--- src/hw/serial_status_pkg.sv ---
// Purpose: Constants and carrier types for the serial status flag block
// Assumes: 8-bit status register in one Avalon-MM word, control word beside it
// Notes: Bit positions follow the status register layout
package serial_status_pkg;

   // ***********************************
   // Register map (byte addresses)
   // ***********************************
   localparam logic [3:0] OFS_STATUS = 4'h0;
   localparam logic [3:0] OFS_CONTROL = 4'h4;

   // ***********************************
   // Status bit positions and reset
   // ***********************************
   localparam int BIT_TX_EMPTY = 7;
   localparam int BIT_RX_FULL = 6;
   localparam int BIT_OVERRUN = 5;
   localparam int BIT_FRAMING = 4;
   localparam int BIT_PARITY = 3;
   localparam int BIT_TX_END = 2;
   localparam int BIT_RX_MPB = 1;
   localparam int BIT_TX_MPB = 0;
   localparam logic [7:0] STATUS_RESET = 8'h84;

   // ***********************************
   // Control bit positions and reset
   // ***********************************
   localparam int CTL_RX_ENABLE = 0;
   localparam int CTL_TX_ENABLE = 1;
   localparam int CTL_SYNC_MODE = 2;
   localparam int CTL_PARITY_EN = 3;
   localparam int CTL_PARITY_ODD = 4;
   localparam int CTL_MULTIPROC = 5;
   localparam int CTL_TWO_STOP = 6;
   localparam logic [7:0] CONTROL_RESET = 8'h00;
   localparam int DATA_BITS = 8;

   // Received character as handed over by the receive shifter
   typedef struct packed {
      logic [7:0] data;
      logic parity;
      logic stop1;
      logic stop2;
      logic rx_multiproc_bit;
   } rx_char_t;

   // Whole block state
   typedef struct packed {
      logic [7:0] status;
      logic [7:0] control;
      logic [7:0] rx_holding_reg;
      logic [7:0] tx_holding_reg;
      logic tx_load;
      logic tx_mpb_out;
      logic [7:0] seen_one;
      logic [31:0] rdata;
      logic ack;
   } state_t;

endpackage

--- src/hw/serial_status_flags.sv ---
// Purpose: Status flag logic of one serial channel with Avalon-MM access
// Assumes: Receive and transmit shifters are outside and report by pulses
// Notes: Software clears a flag only by writing 0 after reading the same flag as 1
//
// Summary of operation
// - Character completes while receive-full is set: set overrun.
// - Overrun clears on reset, standby, or 0 write after reading 1.
// - On overrun keep old holding data; reception halts while overrun set.
// - Synchronous mode: any error flag blocks transmission.
// - Clearing receive-enable leaves error flags unchanged.
// - Asynchronous mode: first stop bit 0 sets framing error.
// - With two stop bits only the first is checked.
// - Framing error: data loaded, receive-full not set, reception halts.
// - Parity error: data loaded, receive-full not set, reception halts.
// - Asynchronous parity: ones count mismatch with odd/even sets parity error.
// - Framing and parity flags clear on reset, standby, or 0 after 1 read.
// - Transmit-end sets on reset, standby, tx-enable clear, or empty at last bit.
// - Transmit-end clears on transmit-empty clear or DMA holding write.
// - Transmit-end is read-only.
// - Async multiprocessor format captures received bit; read-only.
// - Clearing receive-enable keeps the captured multiprocessor bit.
// - Async multiprocessor transmit appends the writable transmit bit.
// - Transmit multiprocessor bit ignored in sync, non-multiproc, or idle.
// - Whole status register resets to 84 hex on reset and standby.
//
// The placing of the registers and the Avalon-MM interface to the registers were left to the implementer.
`timescale 1ns/100ps
module serial_status_flags
(
   // Clock and reset
   input wire logic clk,
   input wire logic srst,
   input wire logic standby,
   // Avalon-MM slave
   input wire logic [3:0] avs_address,
   input wire logic avs_read,
   input wire logic avs_write,
   input wire logic [31:0] avs_writedata,
   input wire logic [3:0] avs_byteenable,
   output logic [31:0] avs_readdata,
   output logic avs_waitrequest,
   // Receive shifter side
   input wire logic rx_done,
   input wire serial_status_pkg::rx_char_t rx_char,
   output logic rx_halt,
   // Transmit shifter side
   input wire logic tx_take,
   input wire logic tx_last_bit,
   input wire logic tx_busy,
   output logic tx_block,
   output logic tx_data_valid,
   output logic [7:0] tx_data,
   output logic tx_mpb_out,
   // DMA unit side
   input wire logic dma_tx_write,
   input wire logic [7:0] dma_tx_data,
   input wire logic dma_rx_read,
   output logic [7:0] rx_data,
   // Flag outputs
   output logic [7:0] status_out
);

   serial_status_pkg::state_t s_r;
   serial_status_pkg::state_t s_nxt;

   function automatic logic is_addr(input logic [3:0] a, input logic [3:0] ofs);
      is_addr = (a == ofs);
   endfunction

   // ***********************************
   // Flag and register update
   // ***********************************
   logic rd_req;
   logic wr_req;
   logic async_mode;
   logic perr;
   logic ferr;
   logic any_err;
   logic [7:0] wd;
   logic rx_accept;
   logic tx_sw_load;

   // Read data are captured at the request edge; a write acts only at the answer edge
   assign rd_req = avs_read && !s_r.ack;
   assign wr_req = avs_write && s_r.ack && avs_byteenable[0];
   assign async_mode = !s_r.control[serial_status_pkg::CTL_SYNC_MODE];
   assign any_err = s_r.status[serial_status_pkg::BIT_OVERRUN]
      | s_r.status[serial_status_pkg::BIT_FRAMING]
      | s_r.status[serial_status_pkg::BIT_PARITY];
   assign wd = avs_writedata[7:0];
   assign ferr = async_mode && !rx_char.stop1;
   assign perr = async_mode && s_r.control[serial_status_pkg::CTL_PARITY_EN]
      && ((^{rx_char.data, rx_char.parity}) != s_r.control[serial_status_pkg::CTL_PARITY_ODD]);
   // Any set error flag halts reception until software clears it
   assign rx_accept = rx_done && s_r.control[serial_status_pkg::CTL_RX_ENABLE] && !any_err;
   assign tx_sw_load = wr_req && is_addr(avs_address, serial_status_pkg::OFS_STATUS)
      && !wd[serial_status_pkg::BIT_TX_EMPTY]
      && s_r.seen_one[serial_status_pkg::BIT_TX_EMPTY]
      && s_r.status[serial_status_pkg::BIT_TX_EMPTY];

   always_comb
   begin
      logic accept;
      logic clr_empty;
      accept = 1'b0;
      clr_empty = 1'b0;
      s_nxt = s_r;
      s_nxt.ack = 1'b0;
      // Read returns the value held before this cycle's updates
      if (rd_req)
      begin
         s_nxt.ack = 1'b1;
         if (is_addr(avs_address, serial_status_pkg::OFS_STATUS))
         begin
            s_nxt.rdata = {24'h000000, s_r.status};
         end
         else if (is_addr(avs_address, serial_status_pkg::OFS_CONTROL))
            s_nxt.rdata = {24'h000000, s_r.control};
         else
            s_nxt.rdata = 32'h00000000;
      end
      if (avs_write && !s_r.ack)
         s_nxt.ack = 1'b1;
      // A flag counts as read as 1 only when the read completes with it shown set
      if (avs_read && s_r.ack && is_addr(avs_address, serial_status_pkg::OFS_STATUS))
         s_nxt.seen_one = s_r.seen_one | s_r.rdata[7:0];
      // Software side: 0 clears a flag only after it was seen as 1
      if (wr_req && is_addr(avs_address, serial_status_pkg::OFS_STATUS))
      begin
         // bits 2 and 1 are left out, so software never reaches them
         for (int i = 3; i <= 7; i++)
         begin
            if (!wd[i] && s_r.seen_one[i] && s_r.status[i])
            begin
               s_nxt.status[i] = 1'b0;
               s_nxt.seen_one[i] = 1'b0;
            end
         end
         clr_empty = tx_sw_load;
         s_nxt.status[serial_status_pkg::BIT_TX_MPB] = wd[serial_status_pkg::BIT_TX_MPB];
      end
      if (wr_req && is_addr(avs_address, serial_status_pkg::OFS_CONTROL))
         s_nxt.control = wd;
      // Transmit holding: software load in the write that clears empty, or DMA
      if (clr_empty)
      begin
         s_nxt.tx_holding_reg = avs_writedata[15:8];
         s_nxt.tx_load = 1'b1;
         s_nxt.status[serial_status_pkg::BIT_TX_END] = 1'b0;
      end
      if (dma_tx_write)
      begin
         s_nxt.tx_holding_reg = dma_tx_data;
         s_nxt.tx_load = 1'b1;
         s_nxt.status[serial_status_pkg::BIT_TX_EMPTY] = 1'b0;
         s_nxt.status[serial_status_pkg::BIT_TX_END] = 1'b0;
      end
      if (dma_rx_read)
         s_nxt.status[serial_status_pkg::BIT_RX_FULL] = 1'b0;
      if (tx_take && s_r.tx_load)
      begin
         s_nxt.tx_load = 1'b0;
         s_nxt.status[serial_status_pkg::BIT_TX_EMPTY] = 1'b1;
         s_nxt.tx_mpb_out = async_mode && s_r.control[serial_status_pkg::CTL_MULTIPROC]
            && s_r.status[serial_status_pkg::BIT_TX_MPB];
      end
      if (tx_last_bit && s_r.status[serial_status_pkg::BIT_TX_EMPTY])
         s_nxt.status[serial_status_pkg::BIT_TX_END] = 1'b1;
      if (!s_r.control[serial_status_pkg::CTL_TX_ENABLE])
      begin
         s_nxt.status[serial_status_pkg::BIT_TX_EMPTY] = 1'b1;
         s_nxt.status[serial_status_pkg::BIT_TX_END] = 1'b1;
         s_nxt.tx_load = 1'b0;
      end
      // Receive completion; events set after clears so set wins
      // receive-enable low only stops new captures
      accept = rx_accept;
      if (accept)
      begin
         if (s_r.status[serial_status_pkg::BIT_RX_FULL])
            s_nxt.status[serial_status_pkg::BIT_OVERRUN] = 1'b1;
         else
         begin
            s_nxt.rx_holding_reg = rx_char.data;
            if (ferr)
               s_nxt.status[serial_status_pkg::BIT_FRAMING] = 1'b1;
            if (perr)
               s_nxt.status[serial_status_pkg::BIT_PARITY] = 1'b1;
            if (!ferr && !perr)
               s_nxt.status[serial_status_pkg::BIT_RX_FULL] = 1'b1;
            if (async_mode && s_r.control[serial_status_pkg::CTL_MULTIPROC])
               s_nxt.status[serial_status_pkg::BIT_RX_MPB] = rx_char.rx_multiproc_bit;
         end
      end
      if (srst || standby)
      begin
         s_nxt.status = serial_status_pkg::STATUS_RESET;
         s_nxt.seen_one = 8'h00;
         s_nxt.tx_load = 1'b0;
         s_nxt.tx_mpb_out = 1'b0;
      end
      if (srst)
      begin
         s_nxt.control = serial_status_pkg::CONTROL_RESET;
         s_nxt.rx_holding_reg = 8'h00;
         s_nxt.tx_holding_reg = 8'h00;
         s_nxt.rdata = 32'h00000000;
         s_nxt.ack = 1'b0;
      end
   end

   always_ff @(posedge clk)
   begin
      s_r <= s_nxt;
   end

   // ***********************************
   // Outputs
   // ***********************************
   // Waitrequest drops one cycle after the request: one wait state per access
   assign avs_waitrequest = (avs_read || avs_write) && !s_r.ack;
   assign avs_readdata = s_r.rdata;
   assign rx_halt = any_err;
   // Transmission blocked only in synchronous mode by errors
   assign tx_block = !async_mode && any_err;
   assign tx_data_valid = s_r.tx_load && !tx_block;
   assign tx_data = s_r.tx_holding_reg;
   assign tx_mpb_out = s_r.tx_mpb_out;
   assign rx_data = s_r.rx_holding_reg;
   assign status_out = s_r.status;
endmodule

--- config.mk ---
export PLATFORM = sky130hd
export DESIGN_NAME = serial_status_flags
export DESIGN_NICKNAME = d
export VERILOG_FILES = /design/src/hw/serial_status_pkg.sv /design/src/hw/serial_status_flags.sv
export SDC_FILE = /design/constraint.sdc
export NUM_CORES = 1
export LEC_CHECK = 0
export BUFFER_PORTS_ARGS = -buffer_cell sky130_fd_sc_hd__buf_2
export CAP_MARGIN = 0
export CORE_AREA = 2 2 105 56
export DETAILED_ROUTE_END_ITERATION = 10
export DIE_AREA = 0 0 107 58
export GPL_TIMING_DRIVEN = 1
export PLACE_DENSITY = 0.92
export RECOVER_POWER = 100
export SLEW_MARGIN = 40
export SYNTH_ARGS = -nofsm -noshare
export SYNTH_HDL_FRONTEND = slang
export SYNTH_SLANG_ARGS = --single-unit
--- constraint.sdc ---
create_clock -name clk -period 3.7 [get_ports clk]
set_input_delay 0.555 -clock clk [delete_from_list [all_inputs] [get_ports clk]]
set_output_delay 0.555 -clock clk [all_outputs]
set_load 0.01 [all_outputs]
* After elaboration in Yosys (flattened, before gate mapping)
Index checks and enable logic that the tools add are counted.
Storage, ports and cells: bits in registers 51, input bits 71, output and inout bits 61, word-level logic and storage cells 110
Cells by class: equal/unequal tests 2, muxes and demuxes 31, bitwise gates (word level) 5, reduce and logical (&&, ||, !) cells 58
Operator list (count):
- $logic_and 1x1->1 | 34
- $mux 8 | 3
- $mux 1 | 22
- $mux 9 | 2
- $logic_not 1->1 | 12
- $mux 5 | 2
- $reduce_xor 9->1 | 1
- $or 8x8->8 | 1
- $reduce_bool 2->1 | 3
- $reduce_or 3->1 | 2
- $eq 4x3->1 const B | 1
- $logic_not 4->1 | 1
- $mux 4 | 1
- $reduce_and 2->1 | 2
- $reduce_and 3->1 | 1
- $logic_or 1x1->1 | 2
- $mux 2 | 1
- $not 1->1 | 2
- $or 1x1->1 | 2
- $ne 1x1->1 | 1

* Depth between registers and ports, before layout
depth after elaboration 9, depth in mapped cells 7, gate-level depth less buffers 5

* Worst setup path before layout
OpenSTA, ideal clock, no wires.
path kind input -> register, start input port avs_address[1], end register s_r[59] (netlist name), setup time 0.128 ns, data arrival time 1.737 ns, data required time 3.572 ns, slack 1.835 ns, stages on the path 5, path through nor4b_2 and4_1 buf_4 mux2i_1 nor2_1
On the way: longest elaborated chain between the ends 2
RTL lines:
- start, declared | line serial_status_flags.sv:35 | input wire logic [3:0] avs_address,
- $eq 4x3->1 | line serial_status_flags.sv:67 | is_addr = (a == ofs);
- $logic_and 1x1->1 | line serial_status_flags.sv:142 | if (wr_req && is_addr(avs_address, serial_status_pkg::OFS_CONTROL))
- end signal, assigned | line serial_status_flags.sv:214 | s_r <= s_nxt;
- end, declared | line serial_status_flags.sv:63 | serial_status_pkg::state_t s_r;
No other way between the ends. A chain may end at the register's enable or synchronous reset.

* Final worst setup path
start input port srst, end register s_r, in the netlist status_out[6]
On the way: longest elaborated chain between the ends 1
RTL lines:
- start, declared | line serial_status_flags.sv:32 | input wire logic srst,
- $logic_or 1x1->1 | line serial_status_flags.sv:195 | if (srst || standby)
No other way between the ends.

==> flow_metrics.env <==
export IMPL_cts_sinks=48
export IMPL_grt_setup_unrepaired="false"
export IMPL_drt_iter0_markers=131
export IMPL_grt_pass1_wl_um=9240
export IMPL_violations="capacitance limit, slew limit"
export IMPL_std_cell_rows=19
export IMPL_min_path_type="reg -> reg"
export IMPL_grt_pass1_vias=1919
export IMPL_ys_warn_count=0
export IMPL_yosysTopAreaCell="dfxtp_1"
export IMPL_drc_errors=0
export IMPL_vias=2037
export IMPL_cts_root_buf="clkbuf_8"
export IMPL_initial_core_util=0.475
export IMPL_drv_slew=36
export IMPL_relSlewSlack=-0.0850
export IMPL_post_dp_hpwl_um=4680
export IMPL_synth_edf_count=0
export IMPL_worstPathCellList="clkbuf_1 -> or2_0 -> nor2_1 -> a221o_1"
export IMPL_final_nets=401
export IMPL_grt_max_degree=36
export IMPL_cts_resized=0
export IMPL_grtUsageTotal=0.198
export IMPL_io_pins=132
export IMPL_synth_cells=282
export IMPL_critPathKind="in -> reg"
export IMPL_core_um2=5300
export IMPL_arrival_ns=2.89
export IMPL_tritoncts="built"
export IMPL_synth_cell_types=41
export IMPL_whs_ns=0.457
export IMPL_path_clk_slew_ns=0.09
export IMPL_htree_levels=2
export IMPL_first_pass_iters=4
export IMPL_cp_end_kind="flip-flop"
export IMPL_min_period_ns=2.69
export IMPL_crit_required_ns=3.90
export IMPL_status="finished, violations left"
export IMPL_startpoint_type="input port"
export IMPL_clk_latency_ns=0.31
export IMPL_antenna_found_initial=0
export IMPL_routed_via_density=5.04
export IMPL_fin_crit_sh=0.728
export IMPL_synth_main_ff_cell="dfxtp_1"
export IMPL_die_y_um=58
export IMPL_antenna_left=0
export IMPL_setup_viol=0
export IMPL_fin_cells=404
export IMPL_dp_cells=396
export IMPL_gp_congestion=0.881
export IMPL_maxCapViolCount=1
export IMPL_yosysMostFrequentCell="buf_4"
export IMPL_syn_cell_area_um2=2520
export IMPL_ir_drop_mv=0.227
export IMPL_crit_slowest_cell="clkbuf_1"
export IMPL_synth_top_area_frac=0.382
export IMPL_drt_total_wl_um=6010
export IMPL_fmax_mhz=371
export IMPL_ys_seq_area_frac=0.382
export IMPL_n_antenna_cell=0
export IMPL_drive_gt1_frac=0.181
export IMPL_die_w_um=107
export IMPL_worst_slew_pin_slew_ns=1.63
export IMPL_cts_path_max_buffers=2
export IMPL_grt_overflow=0
export IMPL_synthTopCellsByArea="dfxtp_1 (38%), buf_4 (17%), mux2i_1 (6.8%)"
export IMPL_leakage_nw=1.05
export IMPL_fillerInstances=519
export IMPL_async_flop_share=0
export IMPL_fin_skew_ns=0.0125
export IMPL_avgRoutedWirePerCell_um=14.9
export IMPL_numCtsBuffers=5
export IMPL_syn_area_per_cell_um2=8.92
export IMPL_slowest_delay_ns=1.15
export IMPL_hold_buffers=0
export IMPL_setup_tns_final_ns=0
export IMPL_yosys_register_bits=48
export IMPL_seq_area_um2=961
export IMPL_crit_fanout=35
export IMPL_synthTopCellsByCount="buf_4 (58), dfxtp_1 (48), nor2_1 (34)"
export IMPL_multi_input_area_um2=1120
export IMPL_hold_viol=0
export IMPL_p_per_area_nw_per_um2=376
export IMPL_io_buffer_count=86
export IMPL_die_area_um2=6210
export IMPL_cts_setup_buffers=0
export IMPL_syn_to_final_growth_pct=5.97
path summary, 6_finish.rpt:
check                           startpoint                         end  slack (ns)  depth (start not counted)
setup reg to reg  status_out[5]$_SDFF_PP0_  status_out[1]$_SDFFE_PP0P_        1.44                          5
setup / recovery                      srst    status_out[6]$_SDFF_PP0_        1.01                          4
hold / removal     rx_data[1]$_SDFFE_PP0P_     rx_data[1]$_SDFFE_PP0P_        0.46                          2
hold reg to reg    rx_data[1]$_SDFFE_PP0P_     rx_data[1]$_SDFFE_PP0P_        0.46                          2
power by group:
group          total [W]  switching (W)  leakage, nW  internal [W]
sequential      0.000539     0.00000894        0.390      0.000530
clock           0.000339       0.000186       0.0516      0.000153
combinational   0.000124      0.0000727        0.608     0.0000514
sequential cells by signal, summed over array words and instances, names as in the netlist:
signal        cells
rx_data           8
s_r              15
tx_mpb_out        1
avs_readdata      8
tx_data           8
status_out        8
metrics by stage:
step | total power [W] | cell area (um2) | utilization | setup WS, ns
after floorplan | 0.000661 | 2600 | - | 1.84
after global routing | 0.00104 | 2670 | 0.503 | 0.839
after CTS | 0.00101 | 2740 | 0.517 | 1.53
final | 0.00100 | 2670 | 0.503 | 1.01
after detailed placement | 0.000679 | 2640 | 0.499 | 1.24
after global placement | 0.000675 | 2640 | 0.498 | 1.27
worst max-delay path: cells and delay by family:
family | cells | cell delay [ns]
and+or+nand+nor | 2 | 0.82
AOI/OAI and AO/OA | 1 | 0.36
buffers and inverters | 1 | 1.15
layout by cell type, fill, tap and decap left out, drive strengths merged, types with 3 or more instances in the layout:
| cell | netlist | routed |
|---|---|---|
| nand2 | 23 | 23 |
| dfxtp | 48 | 48 |
| nor2 | 34 | 34 |
| buf | 63 | 48 |
| conb | 1 | 24 |
| a211oi | 17 | 17 |
| a22oi | 9 | 9 |
| inv | 3 | 4 |
| or3 | 3 | 3 |
| clkbuf | 7 | 46 |
| nand3b | 4 | 4 |
| xnor2 | 5 | 5 |
| a21oi | 16 | 16 |
| mux2i | 17 | 17 |
| nor3 | 4 | 4 |
| a221o | 3 | 3 |
kinds of logic (layout without fill, tap and decap cells):
kind of cell | after synthesis | count (layout) | synth area share
AOI/OAI and AO/OA | 54 | 54 | 0.158
xor gates and xnor gates | 8 | 8 | 0.0333
buffers and inverters | 73 | 99 | 0.202
DFF | 48 | 48 | 0.382
muxes | 17 | 17 | 0.0676
other | 1 | 24 | 0.00149
and+or+nand+nor | 81 | 81 | 0.155
routing by layer:
layer / up-vias / track usage / share of wire / wire (um)
met3: 10 / 0.0619 / 0.087 / 521
met5: - / 0 / 0 / 0
met1: 942 / 0.263 / 0.46 / 2780
met2: 77 / 0.305 / 0.43 / 2590
li1: 1008 / - / - / -
met4: 0 / 0.0798 / 0.020 / 119
layout make-up:
type                    instances  share of cell area
repair buffers                 88               0.146
flip-flops and latches         48               0.360
clock buffers                   6              0.0310
well taps                      73              0.0343
clock inverters                 2             0.00516
inverters                       3             0.00422
multi-input cells             184               0.419
Note: power is estimated with default switching activity, not from simulation.
